[config.mk]
export PLATFORM = sky130hd
export DESIGN_NAME = smbr_top
export DESIGN_NICKNAME = d
export VERILOG_FILES = /design/src/hdl/smbr_pkg.sv /design/src/hdl/smbr_sync.sv /design/src/hdl/smbr_shift.sv /design/src/hdl/smbr_top.sv
export SDC_FILE = /design/constraint.sdc
export NUM_CORES = 1
export LEC_CHECK = 0
export CORE_UTILIZATION = 56
export CTS_CLUSTER_DIAMETER = 200
export DETAILED_ROUTE_END_ITERATION = 7
export DONT_BUFFER_PORTS = 1
export HOLD_SLACK_MARGIN = 0.08
export PLACE_DENSITY = 0.71
export SLEW_MARGIN = 15
export SYNTH_ARGS = -nofsm -noshare
export SYNTH_HDL_FRONTEND = slang
export SYNTH_SLANG_ARGS = --single-unit
[constraint.sdc]
create_clock -name clk -period 1.7 [get_ports clk]
set_clock_uncertainty 0.05 [all_clocks]
set_input_delay 0.255 -clock clk [delete_from_list [all_inputs] [get_ports clk]]
set_output_delay 0.255 -clock clk [all_outputs]
set_load 0.01 [all_outputs]
[src/hdl/smbr_pkg.sv]
// package: constants and types for the spi master with bus release
package smbr_pkg;
    // ****************************************************************
    // line counts and designations
    // ****************************************************************
    localparam int GP_COUNT = 9;
    localparam int IRQ_LINE = 6;
    localparam int ACK_LINE = 7;
    localparam int REQ_LINE = 8;
    localparam logic [1:0] DES_GPIO = 2'h0;
    localparam logic [1:0] DES_CS = 2'h1;
    localparam logic [1:0] DES_DED = 2'h2;
    // ****************************************************************
    // spi timing and reset values
    // ****************************************************************
    localparam int CLK_MHZ = 100;
    localparam int SCK_HALF_NS = 50;
    localparam int SCK_HALF_CYC = (SCK_HALF_NS * CLK_MHZ + 999) / 1000;
    localparam logic [8:0] CS_IDLE_RST = 9'h1ff;
    localparam logic [8:0] CS_ACT_RST = 9'h000;
    localparam int DATA_W = 8;
    localparam logic ACK_ACTIVE = 1'b0;
    typedef enum logic [1:0] {
        SMBR_OWN,
        SMBR_DRAIN,
        SMBR_RELEASED
    } smbr_arb_t;
endpackage

[src/hdl/smbr_sync.sv]
// module: two flip-flop synchroniser for pin inputs
`timescale 1ns/1ns
`default_nettype none
module smbr_sync #(
    parameter int W = 1
) (
    input wire logic clk,
    input wire logic rst,
    input wire logic [W-1:0] d,
    output logic [W-1:0] q
);
    logic [W-1:0] s1_r;
    logic [W-1:0] s2_r;
    // first stage feeds only the second stage
    always_ff @(posedge clk) begin
        if (rst) begin
            s1_r <= '0;
            s2_r <= '0;
        end else begin
            s1_r <= d;
            s2_r <= s1_r;
        end
    end
    assign q = s2_r;
endmodule
`default_nettype wire

[src/hdl/smbr_shift.sv]
// module: spi mode 0 byte shifter with abort
`timescale 1ns/1ns
`default_nettype none
module smbr_shift #(
    parameter int W = smbr_pkg::DATA_W,
    parameter int HALF = smbr_pkg::SCK_HALF_CYC
) (
    input wire logic clk,
    input wire logic rst,
    input wire logic ce,
    input wire logic start,
    input wire logic abort,
    input wire logic [W-1:0] tx_data,
    input wire logic miso_s,
    output logic busy,
    output logic done,
    output logic [W-1:0] rx_data,
    output logic sck,
    output logic mosi
);
    localparam int CW = $clog2(HALF + 1);
    localparam int BW = $clog2(2 * W + 1);
    logic [CW-1:0] cnt_r, cnt_nxt;
    logic [BW-1:0] edg_r, edg_nxt;
    logic [W-1:0] sh_r, sh_nxt;
    logic busy_r, busy_nxt, sck_r, sck_nxt, done_r, done_nxt;
    logic [W-1:0] rx_r, rx_nxt;
    // miso bit taken on the rise, held until the fall shifts it in
    logic smp_r, smp_nxt;
    // each half period toggles sck; sample on rise, shift on fall
    always_comb begin
        cnt_nxt = cnt_r;
        edg_nxt = edg_r;
        sh_nxt = sh_r;
        busy_nxt = busy_r;
        sck_nxt = sck_r;
        rx_nxt = rx_r;
        smp_nxt = smp_r;
        done_nxt = 1'b0;
        if (abort) begin
            busy_nxt = 1'b0;
            sck_nxt = 1'b0;
        end else if (!busy_r) begin
            if (start) begin
                busy_nxt = 1'b1;
                sh_nxt = tx_data;
                cnt_nxt = '0;
                edg_nxt = '0;
            end
        end else if (cnt_r == CW'(HALF - 1)) begin
            cnt_nxt = '0;
            edg_nxt = edg_r + 1'b1;
            sck_nxt = ~sck_r;
            // mosi must not move on the rise, the slave samples it there
            if (!sck_r) begin
                smp_nxt = miso_s;
            end else begin
                sh_nxt = {sh_r[W-2:0], smp_r};
            end
            if (edg_r == BW'(2 * W - 1)) begin
                busy_nxt = 1'b0;
                done_nxt = 1'b1;
                rx_nxt = {sh_r[W-2:0], smp_r};
                sck_nxt = 1'b0;
            end
        end else begin
            cnt_nxt = cnt_r + 1'b1;
        end
    end
    // registers only
    always_ff @(posedge clk) begin
        if (rst) begin
            cnt_r <= '0;
            edg_r <= '0;
            sh_r <= '0;
            busy_r <= 1'b0;
            sck_r <= 1'b0;
            done_r <= 1'b0;
            rx_r <= '0;
            smp_r <= 1'b0;
        end else if (ce) begin
            smp_r <= smp_nxt;
            cnt_r <= cnt_nxt;
            edg_r <= edg_nxt;
            sh_r <= sh_nxt;
            busy_r <= busy_nxt;
            sck_r <= sck_nxt;
            done_r <= done_nxt;
            rx_r <= rx_nxt;
        end
    end
    assign busy = busy_r;
    assign done = done_r;
    assign rx_data = rx_r;
    assign sck = sck_r;
    assign mosi = sh_r[W-1];
endmodule
`default_nettype wire

[src/hdl/smbr_top.sv]
// module: spi master with chip selects, gp lines and bus release
//
// Functional notes
// - nine lines: gpio, chip select or dedicated
// - chip select drives active level, else idle
// - chip select held across whole transfer
// - sixth line dedicated is slave interrupt input
// - eighth line dedicated is release request input
// - seventh line dedicated drives release acknowledge
// - finish transfer, then release bus and acknowledge on the same edge
// - host abort cancels transfer in progress
// - bus stays released while request held
// - host side enumerates as hid function
`timescale 1ns/1ns
`default_nettype none
module smbr_top #(
    parameter int N = smbr_pkg::GP_COUNT,
    parameter int W = smbr_pkg::DATA_W
) (
    input wire logic clk,
    input wire logic rst,
    input wire logic ce,
    input wire logic [2*N-1:0] gp_designation,
    input wire logic [N-1:0] cs_active_level,
    input wire logic [N-1:0] cs_idle_level,
    input wire logic [N-1:0] gpio_dir_out,
    input wire logic [N-1:0] gpio_out_value,
    output logic [N-1:0] gpio_in_value,
    input wire logic xfer_start,
    input wire logic xfer_abort,
    input wire logic [W-1:0] xfer_tx_data,
    output logic [W-1:0] xfer_rx_data,
    output logic xfer_busy,
    output logic xfer_done,
    output logic xfer_refused,
    output logic slave_irq,
    output logic bus_released,
    input wire logic hid_class_select,
    output logic hid_class_ok,
    input wire logic [N-1:0] general_purpose_line_i,
    output logic [N-1:0] general_purpose_line_o,
    output logic [N-1:0] general_purpose_line_oe,
    input wire logic miso,
    output logic sck_o,
    output logic sck_oe,
    output logic mosi_o,
    output logic mosi_oe
);
    // ****************************************************************
    // pin synchronisers
    // ****************************************************************
    logic [N-1:0] gp_s;
    logic miso_s;
    smbr_sync #(.W(N + 1)) u_sync (
        .clk(clk),
        .rst(rst),
        .d({miso, general_purpose_line_i}),
        .q({miso_s, gp_s})
    );

    // decode the two designation bits of one line
    function automatic logic [1:0] des_of(input logic [2*N-1:0] d,
                                          input int i);
        des_of = d[2*i +: 2];
    endfunction

    logic ded_irq, ded_ack, ded_req, req_s;
    // dedicated functions of lines six, seven and eight
    assign ded_irq = des_of(gp_designation, smbr_pkg::IRQ_LINE)
                     == smbr_pkg::DES_DED;
    assign ded_ack = des_of(gp_designation, smbr_pkg::ACK_LINE)
                     == smbr_pkg::DES_DED;
    assign ded_req = des_of(gp_designation, smbr_pkg::REQ_LINE)
                     == smbr_pkg::DES_DED;
    assign req_s = ded_req && gp_s[smbr_pkg::REQ_LINE];

    // ****************************************************************
    // arbitration with the second master
    // ****************************************************************
    smbr_pkg::smbr_arb_t arb_r, arb_nxt;
    logic sh_busy, sh_done, sh_start;
    // a start is only taken while we own the bus and no request waits
    assign sh_start = xfer_start && !sh_busy && !req_s
                      && arb_r == smbr_pkg::SMBR_OWN;
    assign xfer_refused = xfer_start && !sh_start;
    always_comb begin
        arb_nxt = arb_r;
        case (arb_r)
            smbr_pkg::SMBR_OWN: begin
                if (req_s) begin
                    arb_nxt = smbr_pkg::SMBR_DRAIN;
                end
            end
            smbr_pkg::SMBR_DRAIN: begin
                // running byte completes or is aborted first
                if (!sh_busy) begin
                    arb_nxt = smbr_pkg::SMBR_RELEASED;
                end
            end
            smbr_pkg::SMBR_RELEASED: begin
                if (!req_s) begin
                    arb_nxt = smbr_pkg::SMBR_OWN;
                end
            end
            default: arb_nxt = smbr_pkg::SMBR_OWN;
        endcase
    end
    always_ff @(posedge clk) begin
        if (rst) begin
            arb_r <= smbr_pkg::SMBR_OWN;
        end else if (ce) begin
            arb_r <= arb_nxt;
        end
    end

    // ****************************************************************
    // byte shifter
    // ****************************************************************
    logic sck_i, mosi_i;
    smbr_shift #(.W(W)) u_shift (
        .clk(clk),
        .rst(rst),
        .ce(ce),
        .start(sh_start),
        .abort(xfer_abort),
        .tx_data(xfer_tx_data),
        .miso_s(miso_s),
        .busy(sh_busy),
        .done(sh_done),
        .rx_data(xfer_rx_data),
        .sck(sck_i),
        .mosi(mosi_i)
    );
    assign xfer_busy = sh_busy;
    assign xfer_done = sh_done;

    // ****************************************************************
    // gp line drivers, registered
    // ****************************************************************
    logic [N-1:0] o_r, o_nxt, oe_r, oe_nxt, in_r, in_nxt;
    logic irq_r, irq_nxt, rel_r, rel_nxt, hid_r, hid_nxt;
    logic own;
    assign own = arb_nxt != smbr_pkg::SMBR_RELEASED;
    always_comb begin
        o_nxt = '0;
        oe_nxt = '0;
        in_nxt = gp_s;
        for (int i = 0; i < N; i++) begin
            case (des_of(gp_designation, i))
                smbr_pkg::DES_GPIO: begin
                    o_nxt[i] = gpio_out_value[i];
                    oe_nxt[i] = gpio_dir_out[i];
                end
                smbr_pkg::DES_CS: begin
                    // select held for the whole byte, tristate if released
                    o_nxt[i] = sh_busy || sh_start ? cs_active_level[i]
                               : cs_idle_level[i];
                    oe_nxt[i] = own;
                end
                default: begin
                    o_nxt[i] = 1'b0;
                    oe_nxt[i] = 1'b0;
                end
            endcase
        end
        // acknowledge only once the bus is really given up
        if (ded_ack) begin
            o_nxt[smbr_pkg::ACK_LINE] = own ? ~smbr_pkg::ACK_ACTIVE
                                        : smbr_pkg::ACK_ACTIVE;
            oe_nxt[smbr_pkg::ACK_LINE] = 1'b1;
        end
        irq_nxt = ded_irq && gp_s[smbr_pkg::IRQ_LINE];
        rel_nxt = !own;
        hid_nxt = hid_class_select;
    end
    always_ff @(posedge clk) begin
        if (rst) begin
            o_r <= '0;
            oe_r <= '0;
            in_r <= '0;
            irq_r <= 1'b0;
            rel_r <= 1'b0;
            hid_r <= 1'b0;
        end else if (ce) begin
            o_r <= o_nxt;
            oe_r <= oe_nxt;
            in_r <= in_nxt;
            irq_r <= irq_nxt;
            rel_r <= rel_nxt;
            hid_r <= hid_nxt;
        end
    end
    assign general_purpose_line_o = o_r;
    assign general_purpose_line_oe = oe_r;
    assign gpio_in_value = in_r;
    assign slave_irq = irq_r;
    assign bus_released = rel_r;
    assign hid_class_ok = hid_r;
    // spi pins float while the other master owns the bus
    assign sck_o = sck_i;
    assign mosi_o = mosi_i;
    assign sck_oe = !rel_r;
    assign mosi_oe = !rel_r;

    // ****************************************************************
    // assertions
    // ****************************************************************
    property p_rel_idle;
        @(posedge clk) disable iff (rst)
        rel_r |-> !sh_busy;
    endproperty
    a_rel_idle: assert property (p_rel_idle)
        else $error("bus released while transfer running");
    property p_drain_wait;
        @(posedge clk) disable iff (rst)
        (ce && arb_r == smbr_pkg::SMBR_DRAIN && sh_busy && !xfer_abort)
        |=> arb_r != smbr_pkg::SMBR_RELEASED;
    endproperty
    a_drain_wait: assert property (p_drain_wait)
        else $error("released before transfer ended");
    property p_hold;
        @(posedge clk) disable iff (rst)
        (arb_r == smbr_pkg::SMBR_RELEASED && req_s) |=>
        arb_r == smbr_pkg::SMBR_RELEASED;
    endproperty
    a_hold: assert property (p_hold)
        else $error("bus reclaimed while request held");
    property p_tristate;
        @(posedge clk) disable iff (rst)
        rel_r |-> !sck_oe && !mosi_oe;
    endproperty
    a_tristate: assert property (p_tristate)
        else $error("spi outputs driven while released");
    property p_ack;
        @(posedge clk) disable iff (rst)
        (ce && ded_ack && arb_r == smbr_pkg::SMBR_RELEASED && req_s)
        |=> general_purpose_line_o[smbr_pkg::ACK_LINE]
            == smbr_pkg::ACK_ACTIVE;
    endproperty
    a_ack: assert property (p_ack)
        else $error("acknowledge not asserted when released");
    property p_abort;
        @(posedge clk) disable iff (rst)
        (ce && xfer_abort) |=> !sh_busy;
    endproperty
    a_abort: assert property (p_abort)
        else $error("abort did not stop transfer");
    property p_refuse;
        @(posedge clk) disable iff (rst)
        (arb_r != smbr_pkg::SMBR_OWN) |-> !sh_start;
    endproperty
    a_refuse: assert property (p_refuse)
        else $error("transfer started without bus");
    property p_cs;
        @(posedge clk) disable iff (rst)
        (ce && sh_busy && des_of(gp_designation, 0) == smbr_pkg::DES_CS
         && $stable(cs_active_level)) |=>
        general_purpose_line_o[0] == $past(cs_active_level[0]);
    endproperty
    a_cs: assert property (p_cs)
        else $error("chip select not active during transfer");
    c_release: cover property (@(posedge clk) disable iff (rst)
        arb_r == smbr_pkg::SMBR_DRAIN ##[1:300]
        arb_r == smbr_pkg::SMBR_RELEASED);
    c_done: cover property (@(posedge clk) disable iff (rst) sh_done);
    c_resume: cover property (@(posedge clk) disable iff (rst)
        arb_r == smbr_pkg::SMBR_RELEASED ##1 arb_r == smbr_pkg::SMBR_OWN);
endmodule
`default_nettype wire

# --- Word-level counts from Yosys, hierarchy flattened ---
# Index checks and enable logic that the tools add are counted.
classes:
  n_addsub: 2
  n_eq_ne: 19
  muxes: 57
  bitwise: 2
  reduce_logical: 31
op_table:
  columns: ["cell", "count"]
  rows:
  - ["$pmux 1 s2", 18]
  - ["$mux 8", 4]
  - ["$mux 1", 25]
  - ["$eq 2x1->1 const B", 10]
  - ["$logic_not 2->1", 10]
  - ["$mux 5", 3]
  - ["$reduce_and 5->1", 3]
  - ["$mux 3", 3]
  - ["$eq 2x2->1 const B", 4]
  - ["$logic_and 1x1->1", 6]
  - ["$mux 2", 3]
  - ["$ne 2x2->1 const B", 3]
  - ["$pmux 2 s3", 1]
  - ["$reduce_and 3->1", 2]
  - ["$reduce_bool 2->1", 3]
  - ["$add 5x1->5 const B", 1]
  - ["$eq 5x4->1 const B", 1]
  - ["$logic_not 1->1", 5]
  - ["$reduce_and 4->1", 1]
  - ["$add 3x1->3 const B", 1]
  - ["$eq 3x3->1 const B", 1]
  - ["$not 1->1", 2]
  - ["$logic_or 1x1->1", 1]
totals:
  reg_bits: 80
  inputBits: 78
  out_inout_bits: 45

# --- Logic depth before layout (Yosys ltp) ---
# Gate-level depths: netlist (run 1).
logic_depth:
  ltp_word: 9
  depth_mapped: 8
  mapped_depth_nobuf: 6

# --- Cells and area by module ---
# Synthesis (run 1) repeated with hierarchy kept, for this count alone.
hier_totals:
  cells_unflattened: 393
  area_unflattened_um2: 3598.5
modules_own_cells:
  columns: ["mod", "instances", "cells_per_inst", "area_per_inst_um2", "seq_area_each_um2"]
  rows:
  - ["smbr_top", 1, 193, 1611.5, 640.6]
  - ["smbr_shift", 1, 158, 1368.8, 560.5]
  - ["smbr_sync", 1, 42, 618.1, 400.4]

# --- Worst setup path before layout (run 1) ---
# Ideal clock, no wire load.
synth_path:
  path_kind: "register to register"
  from: "reg u_shift.cnt_r[0]"
  to: "reg u_shift.edg_r[3]"
  arrival_time_ns: 1.632
  setup_slack_ns: -0.056
  stages_incl_launch_ff: 8
  n_path_buf: 1
  cell_sequence: "dfxtp_1 inv_1 ha_1 and3_1 clkbuf_1 a21oi_1 or4_1 a31oi_1"
synth_between:
  elab_chain_cells: 3
synth_rtl:
  columns: ["item", "line", "source"]
  rows:
  - ["start: declaration", "smbr_shift.sv:23", "logic [CW-1:0] cnt_r, cnt_nxt;"]
  - ["start signal: assignment", "smbr_shift.sv:83", "cnt_r <= cnt_nxt;"]
  - ["$eq 3x3->1", "smbr_shift.sv:50", "end else if (cnt_r == CW'(HALF - 1)) begin"]
  - ["$ne 2x2->1 (no source line)", null, null]
  - ["$reduce_and 4->1 (no source line)", null, null]
  - ["end signal: assignment", "smbr_shift.sv:84", "edg_r <= edg_nxt;"]
  - ["end: declaration", "smbr_shift.sv:24", "logic [BW-1:0] edg_r, edg_nxt;"]
# No other way between the ends.
# A chain may end at the register's enable or synchronous reset.

# --- Worst setup path after layout (run 1) ---
layout_path:
  from: "reg u_shift.busy_r, in the netlist u_shift.busy"
  to: "out xfer_refused"
layout_between:
  elab_chain_cells: 6
layout_rtl:
  columns: ["item", "line", "source"]
  rows:
  - ["start: declaration", "smbr_shift.sv:26", "logic busy_r, busy_nxt, sck_r, sck_nxt, done_r, done_nxt;"]
  - ["start signal: assignment", "smbr_shift.sv:86", "busy_r <= busy_nxt;"]
  - ["$logic_not 1->1", null, null]
  - ["$logic_and 1x1->1 (2 in series)", "smbr_top.sv:83", "assign sh_start = xfer_start && !sh_busy && !req_s"]
  - ["$logic_and 1x1->1", "smbr_top.sv:84", "&& arb_r == smbr_pkg::SMBR_OWN;"]
  - ["$logic_not 1->1", "smbr_top.sv:85", "assign xfer_refused = xfer_start && !sh_start;"]
  - ["$logic_and 1x1->1", "smbr_top.sv:85", null]
  - ["end: declaration", "smbr_top.sv:35", "output logic xfer_refused,"]
# No other way between the ends.

==> results.yml, run 1 <==
synthesis:
  synth_area_leaders: "dfxtp_1 47%, mux2i_1 12%, nor2_1 4.1%"
  synth_top_area_cell: "dfxtp_1"
  synth_top_area_share_pct: 47.32
  avgSynthCellArea_sq_um: 9.375
  synth_area_sq_um: 3384
  synth_top_cells_by_count: "80 x dfxtp_1, 42 x mux2i_1, 37 x nor2_1, 26 x a21oi_1, 22 x nor2b_1"
  synth_nets: 443
  synth_most_common_cell: "dfxtp_1"
  synth-warning-count: 0
  synth_edf_count: 0
  ys_ff_latch: 80
  synthArstFlopShare_pct: 0
  syn_inst: 361
  synthDistinctLibCells: 44
  synth_ff_type: "dfxtp_1"
  seq_area_frac_synth_pct: 47.32
global_routing:
  grt_max_degree: 67
  grt_pass1_wl_microns: 12870
  antenna_found_initial: 0
  track_usage_pct: 26.71
  grt_overflow: 0
  grt_pass1_vias: 2751
worst_setup_path:
  crit_type: "flip-flop to output port"
  r2r_slack_ns: 0.02
  crit_arrival_ns: 1.39
  required_ns: 1.39
  crit_path_end_kind: "output port"
  startpoint_type: "flip-flop"
  rr_startpoint: "u_shift.busy"
  reg2reg_depth: 5
  reg2reg_to: "u_shift.sh_r[1]"
  cp_max_fo: 4
outcome:
  status: "completed"
cts:
  clock_tree.buffer_depth: 2
  numCtsBuffers: 9
  clock-sinks: 80
  cts_root_buffer: "clkbuf_8"
  path_clk_slew_ns: 0.09
  clock_latency_ns: 0.35
  htreeDepth: 3
  tritoncts: "built"
pwr:
  switchingPower_uw: 978.4
  p_comb_share_pct: 9.8
  vdd_drop_max_mv: 0.8375
  pwr-share-seq_pct: 48.3
  power_density_nw_per_um2: 946.1
  swShare_pct: 23.74
  leakage_nw: 1.718
  clkPwrFrac_pct: 42.0
  p_int_mw: 3.142
timing:
  rsz0062_at_grt: "yes"
  drv_slew: 0
  setup_viol: 0
  slew_headroom_pct: 48.66
  fin_crit_sh_pct: 99.96
  hold_viol: 0
  max_freq_ghz: 0.5884
  worstMarginPinSlew_ns: 0.7676
  fin_crit_ns: 1.699
  tns_ns: 0
  finalWorstSetupSlack_ns: 0.0006024
  hold_ws_ns: 0.09360
final_layout:
  drive_gt1_share_pct: 16.27
  nets: 495
  syn_to_final_growth_pct: 28.69
  design_area_sq_um: 4355
  final_cells: 490
  diodes: 0
placed_design:
  io_buffers: 0
  dpl-instance-area_sq_um: 3508
  dp_hpwl_microns: 5026
  dp.cells: 427
  place.gp.congestion: 0.7480
  place_ws_ns: -0.03215
drt:
  detail_route.wl_per_cell_microns: 17.75
  vias: 2947
  first_pass_iters: 4
  drc: 0
  ant_nets: 0
  drt_iter0_drc: 170
  viasPerCell: 6.014
  drt_wl_total_microns: 8697
job:
  cap_violations: 0
floorplanning:
  dieArea_sq_um: 6358
  die_y_microns: 79.74
  core_sq_um: 5675
  initial_utilization_pct: 59.63
  die_x_microns: 79.74
  io_pins: 123
  core.rowCount: 27
hold_path:
  hp-class: "input port to flip-flop"
  min_path_cells: 2
  min-delay-start: "gp_designation[16]"
  hold_end: "general_purpose_line_o[8]"
-- layout by cell type (no fill, tap or decap), types with 7 or more instances in the layout --
cell / netlist / layout
dfxtp_1: 80 / 74
dlygate4sd3_1: 0 / 42
mux2i_1: 42 / 40
nor2_1: 37 / 37
nor2b_1: 22 / 22
a21oi_1: 26 / 21
nand2_1: 19 / 19
buf_4: 2 / 19
o21ai_0: 18 / 13
o31ai_1: 10 / 10
nor3_1: 10 / 9
clkbuf_8: 0 / 9
a311oi_1: 7 / 7
-- repair_timing --
item / 4_1_cts / 5_1_grt
gates resized for setup: 1 / 34
hold buffers: 43 / 0
endpoints found under the hold margin: 80 / 0
endpoints found under the setup margin: 9 / 28
cloned: 0 / 2
pin swaps: 2 / 19
buffers inserted: 1 / 1
-- critical path, cell delays in order (launching register included) --
cell and delay [ns]:
dfxtp_4 0.37, nor4b_4 0.38, a21boi_1 0.13, buf_4 0.17
-- worst max-delay path by stage --
stage	depth (start not counted)	to	from
after global routing	3	xfer_refused	u_shift.busy
after global placement	6	u_shift.sh_r[1]	u_shift.cnt_r[0]
after detailed placement	6	u_shift.sh_r[0]	u_shift.cnt_r[0]
after CTS	3	xfer_refused	arb_r[1]
after floorplan	7	u_shift.edg_r[3]	u_shift.cnt_r[0]
final	3	xfer_refused	u_shift.busy
-- per-stage QoR --
stage               total power [mW]  utilization, %
finish                         4.121           76.74
global route                   4.251           76.74
CTS                            4.119           74.47
detailed placement             2.275           61.82
global placement               2.268           61.82
floorplan                      2.247               -
-- power groups by stage --
| stage | Sequential (mW) | Combinational [mW] | Clock [mW] |
|---|---|---|---|
| finish | 1.99 | 0.404 | 1.73 |
| global route | 2.00 | 0.436 | 1.82 |
| CTS | 1.99 | 0.367 | 1.76 |
| detailed placement | 2.03 | 0.243 | 0 |
| global placement | 2.03 | 0.237 | 0 |
| floorplan | 2.02 | 0.228 | 0 |
-- flip-flops by register name, summed over array words and instances, names as in the netlist --
signal                   count
u_shift.rx_data              8
u_shift.done                 1
u_sync.q                    10
u_shift.edg_r                5
hid_class_ok                 1
bus_released                 1
general_purpose_line_o       9
u_shift.sck                  1
u_shift.smp_r                1
arb_r                        2
slave_irq                    1
gpio_in_value                9
u_shift.cnt_r                3
u_shift.sh_r                 8
u_shift.busy                 1
u_sync.s1_r                 10
general_purpose_line_oe      9
-- cells by family (layout without fill, tap and decap cells) --
logic type	Yosys count	count (layout)	synth area share [%]
simple gates	128	128	20.63
flops	80	80	47.32
compound gates	76	76	13.90
mux	42	42	12.42
buf+inv	31	88	4.251
fa+ha+maj	4	4	1.479
-- area by class of cell --
type	count	area (sq um)
Clock inverter	7	126.4
Clock buffer	9	123.9
Multi-Input combinational cell	250	1720
Tap cell	72	90.09
Fill cell	387	1320
Inverter	6	22.52
Timing Repair Buffer	66	660.6
Sequential cell	80	1612
-- routing by layer --
| metal | GRT usage (%) | routed length [microns] | vias to the layer above |
|---|---|---|---|
| li1 | - | - | 1396 |
| met1 | 30.69 | 3594 | 1419 |
| met5 | 0 | 0 | - |
| met2 | 45.81 | 4304 | 117 |
| met4 | 10.36 | 128 | 0 |
| met3 | 8.686 | 670 | 15 |
Power figures use the tool's default switching activity.
==> inputs of run 2 (changes only) <==
REMOVE_ABC_BUFFERS = 1   (was unset)
==> results.yml, run 2 (synthesis results as in run 1) <==
drt:
  drt_iter0_drc: 205
  first_pass_iters: 4
  vias: 2836
  ant_nets: 0
  drt_wl_total_microns: 8286
  drc: 0
  viasPerCell: 5.800
  detail_route.wl_per_cell_microns: 16.94
timing:
  finalWorstSetupSlack_ns: 0.02165
  hold_ws_ns: 0.09456
  drv_slew: 0
  rsz0062_at_grt: "yes"
  worstMarginPinSlew_ns: 0.7741
  fin_crit_sh_pct: 98.73
  slew_headroom_pct: 48.22
  hold_viol: 0
  tns_ns: 0
  max_freq_ghz: 0.5958
  fin_crit_ns: 1.678
  setup_viol: 0
placed_design:
  io_buffers: 0
  place.gp.congestion: 0.7988
  dp_hpwl_microns: 4912
  place_ws_ns: 0.01230
outcome:
  status: "completed"
final_layout:
  syn_to_final_growth_pct: 24.33
  layout_commonest_cell: "dfxtp_1"
  fillers: 418
  fin_util_pct: 74.14
  drive_gt1_share_pct: 12.71
  nets: 494
  diodes: 0
  layout_common_cells: "79 x dfxtp_1, 42 x mux2i_1, 39 x dlygate4sd3_1, 37 x nor2_1, 24 x a21oi_1"
worst_setup_path:
  reg2reg_depth: 6
  crit_arrival_ns: 1.91
  rr_startpoint: "u_shift.busy"
  r2r_slack_ns: 0.02
  startpoint_type: "flip-flop"
  crit_path_end_kind: "flip-flop"
  crit_type: "flip-flop to flip-flop"
  cp_max_fo: 16
  reg2reg_to: "u_shift.sh_r[1]"
  required_ns: 1.93
floorplanning:
  die_x_microns: 79.74
  core.rowCount: 27
  dieArea_sq_um: 6358
  die_y_microns: 79.74
  core_sq_um: 5675
  initial_utilization_pct: 59.63
  io_pins: 123
hold_path:
  min-delay-start: "gp_designation[16]"
  hp-class: "input port to flip-flop"
  hold_end: "general_purpose_line_o[8]"
  min_path_cells: 2
pwr:
  report.power.total_mw: 3.772
  vdd_drop_max_mv: 1.012
  leakage_nw: 1.667
  power_density_nw_per_um2: 896.4
cts:
  path_clk_slew_ns: 0.09
  clock_tree.buffer_depth: 2
  htreeDepth: 3
  clock-sinks: 80
  numCtsBuffers: 9
  tritoncts: "built"
  cts_root_buffer: "clkbuf_8"
  clock_latency_ns: 0.35
global_routing:
  grt_pass1_vias: 2773
  grt_max_degree: 67
  track_usage_pct: 26.94
  grt_overflow: 0
  grt_pass1_wl_microns: 12970
  antenna_found_initial: 0
job:
  cap_violations: 0
[run 2: cell count changes in the layout (fill, tap and decap cells not counted), moves of 2 or more]
cell	before	now
dfxtp_1	74	79
dfxtp_2	5	0
o21ai_0	13	18
o21ai_1	5	0
or3_1	5	10
or3_4	5	0
buf_4	19	23
a21oi_1	21	24
a21oi_2	6	3
dlygate4sd3_1	42	39
bufinv_16	3	1
mux2i_1	40	42
mux2i_2	2	0
[run 2: worst max-delay path: stages, from the launching register on]
cell,delay (ns)
dfxtp_4,0.37
nor4b_4,0.29
buf_4,0.16
a22oi_2,0.09
buf_12,0.17
or3_1,0.34
a21oi_1,0.14
[run 2: worst max path at each step]
stage / to / cells past startpoint / start
finish: u_shift.sh_r[1] / 6 / u_shift.busy
global route: u_shift.sh_r[2] / 6 / u_shift.busy
CTS: u_shift.sh_r[1] / 6 / u_shift.cnt_r[0]
detailed placement: u_shift.smp_r / 5 / u_shift.busy
global placement: u_shift.smp_r / 5 / u_shift.busy
floorplan: u_shift.edg_r[3] / 4 / u_shift.busy
[run 2: final cells by class]
type	count	area, sq um	area share, %
repair buffers	65	630.6	14.99
clock inverters	6	67.56	1.606
inverters	6	22.52	0.5352
clock buffers	10	127.6	3.033
well taps	72	90.09	2.141
multi-input cells	250	1664	39.55
flip-flops and latches	80	1605	38.15
[run 2: power breakdown]
group	switching [mW]	internal [mW]
sequential	0.0525	1.93
combinational	0.178	0.200
clock	0.721	0.687
total	0.951	2.82
[run 2: metrics by stage]
step,instance area [sq um],instances
2_1_floorplan,3263,336
3_3_place_gp,3523,429
3_5_place_dp,3523,429
4_1_cts,4145,486
5_1_grt,4208,489
6_report,4208,489
[run 2: routing by layer]
metal	share of wire (%)	wire length, microns	GRT usage [%]	vias to the layer above
met5	0	0	0	-
met3	7.6	633	7.657	13
li1	-	-	-	1389
met1	42	3471	30.77	1323
met4	1.7	145	14.82	0
met2	49	4037	45.13	111
[run 2: what timing repair did]
action                                 in CTS  in global routing
pin swaps                                   1                  9
resized for setup                           1                  9
hold buffers                               40                  0
setup buffers                               1                  3
endpoints found under the hold margin      80                  0
setup endpoints to repair                   2                 19
==> inputs of run 3 (changes only) <==
CELL_PAD_IN_SITES_DETAIL_PLACEMENT = 0   (was unset)
CELL_PAD_IN_SITES_GLOBAL_PLACEMENT = 1   (was unset)
CORE_UTILIZATION = 41   (was 56)
GPL_ROUTABILITY_DRIVEN = 0   (was unset)
==> results.yml, run 3 (synthesis results as in run 1) <==
hold_path:
  min_path_cells: 3
  hp-class: "input port to flip-flop"
worst_setup_path:
  crit_slowest_cell: "nor4b_4"
  critPathMaxStageDelay_ns: 0.37
  crit_type: "flip-flop to output port"
  required_ns: 1.39
  cp.depth: 3
  startpoint_type: "flip-flop"
  cp_max_fo: 4
  worstPathCellList: "nor4b_4 > a21boi_2 > buf_4"
  reg2reg_depth: 5
  critPathBufInv: 1
  crit_path_end_kind: "output port"
  crit_arrival_ns: 1.34
  critPathTopFamily: "simple AND/OR/NAND/NOR gates"
drt:
  vias: 2874
  drt_wl_total_microns: 8609
  detail_route.wl_per_cell_microns: 16.46
  drc: 0
  drt_iter0_drc: 87
  first_pass_iters: 6
  viasPerCell: 5.495
  ant_nets: 0
timing:
  max_freq_ghz: 0.6079
  drv_slew: 0
  fin_crit_ns: 1.645
  worstMarginPinSlew_ns: 0.7399
  slew_headroom_pct: 50.51
  hold_ws_ns: 0.08757
  hold_viol: 0
  rsz0062_at_grt: "yes"
  fin_crit_sh_pct: 96.76
  setup_viol: 0
global_routing:
  grt_pass1_vias: 2781
  antenna_found_initial: 1
  grt_overflow: 0
  grt_max_degree: 67
  grt_pass1_wl_microns: 13500
  track_usage_pct: 20.19
cts:
  clock_latency_ns: 0.35
  clock-sinks: 80
  htreeDepth: 3
  tritoncts: "built"
  numCtsBuffers: 9
  cts_setup_buffers: 0
  clock_tree.buffer_depth: 2
  cts_root_buffer: "clkbuf_8"
  path_clk_slew_ns: 0.09
final_layout:
  drive_gt1_share_pct: 12.86
  final_cells: 523
  layout_common_cells: "77 x dfxtp_1, 44 x dlygate4sd3_1, 42 x mux2i_1, 37 x nor2_1, 25 x a21oi_1"
  syn_to_final_growth_pct: 28.17
  layout_commonest_cell: "dfxtp_1"
  nets: 497
pwr:
  pwr-share-seq_pct: 51.9
  swShare_pct: 25.82
  vdd_drop_max_mv: 0.4450
  leakage_nw: 1.704
  power_density_nw_per_um2: 882.8
  switchingPower_uw: 988.9
  p_int_mw: 2.841
  p_comb_share_pct: 10.2
  clkPwrFrac_pct: 37.9
job:
  cap_violations: 0
floorplanning:
  io_pins: 123
  core_sq_um: 7848
  die_x_microns: 92.86
  core.rowCount: 32
  die_y_microns: 92.86
  dieArea_sq_um: 8622
  initial_utilization_pct: 43.13
placed_design:
  dp_hpwl_microns: 5438
  io_buffers: 0
  dp.cells: 460
outcome:
  status: "completed"
run 3: cell count changes in the layout (fill, tap and decap cells not counted), sizes merged:
cell,before,now
clkinv,1,2
diode,0,1
inv,8,9
dlygate4sd3,39,44
buf,26,23
clkinvlp,2,1
run 3: what timing repair did:
action | 4_1_cts | 5_1_grt
resized for setup | 1 | 11
hold buffers | 45 | 0
hold endpoints to repair | 80 | 0
pin swaps | 1 | 5
setup endpoints to repair | 1 | 30
cloned | 0 | 1
run 3: per-layer routing:
metal  wire length, microns  up-vias  global-route usage [%]
li1                       -     1406                       -
met1                   3658     1337                   22.75
met2                   4093      116                   34.19
met3                    689       15                   7.882
met4                    167        0                   7.692
met5                      0        -                       0
run 3: final timing paths:
path | start | end | slack [ns]
worst max-delay path | u_shift.busy | xfer_refused | 0.06
worst min-delay path | gp_designation[3] | general_purpose_line_o[1] | 0.09
worst max register to register | u_shift.busy | u_shift.sh_r[0] | 0.06
worst min register to register | u_sync.s1_r[9] | u_sync.q[9] | 0.39
run 3: through the flow:
| step | power (mW) | utilization (%) | setup TNS (ns) | area (sq um) | worst slack, ns |
|---|---|---|---|---|---|
| floorplan | 2.201 | - | -7.758 | 3263 | -0.3163 |
| global placement | 2.292 | 45.87 | 0 | 3600 | 0.08373 |
| detailed placement | 2.298 | 45.87 | 0 | 3600 | 0.03867 |
| CTS | 3.871 | 54.40 | 0 | 4269 | 0.0001290 |
| global route | 3.995 | 55.28 | -0.05041 | 4338 | -0.02073 |
| finish | 3.830 | 55.28 | 0 | 4338 | 0.05503 |
run 3: final cells by class:
cell class	count	area (sq um)
Tap cell	102	127.6
Sequential cell	80	1605
Inverter	6	22.52
Fill cell	729	3510
Clock inverter	7	77.57
Multi-Input combinational cell	250	1683
Clock buffer	9	123.9
Timing Repair Buffer	68	695.7
Antenna cell	1	2.502
run 3: power groups by stage:
stage / Clock [mW] / Sequential (mW) / Combinational, mW
finish: 1.45 / 1.99 / 0.390
global route: 1.57 / 1.99 / 0.428
CTS: 1.50 / 1.99 / 0.387
detailed placement: 0 / 2.03 / 0.266
global placement: 0 / 2.03 / 0.262
floorplan: 0 / 2.03 / 0.174
run 3: worst reg2reg max path, cell delays in order, from the launching register on:
cell	delay [ns]
dfxtp_2	0.35
nor4b_4	0.37
a22oi_2	0.16
buf_12	0.17
or3_1	0.36
a21oi_2	0.13
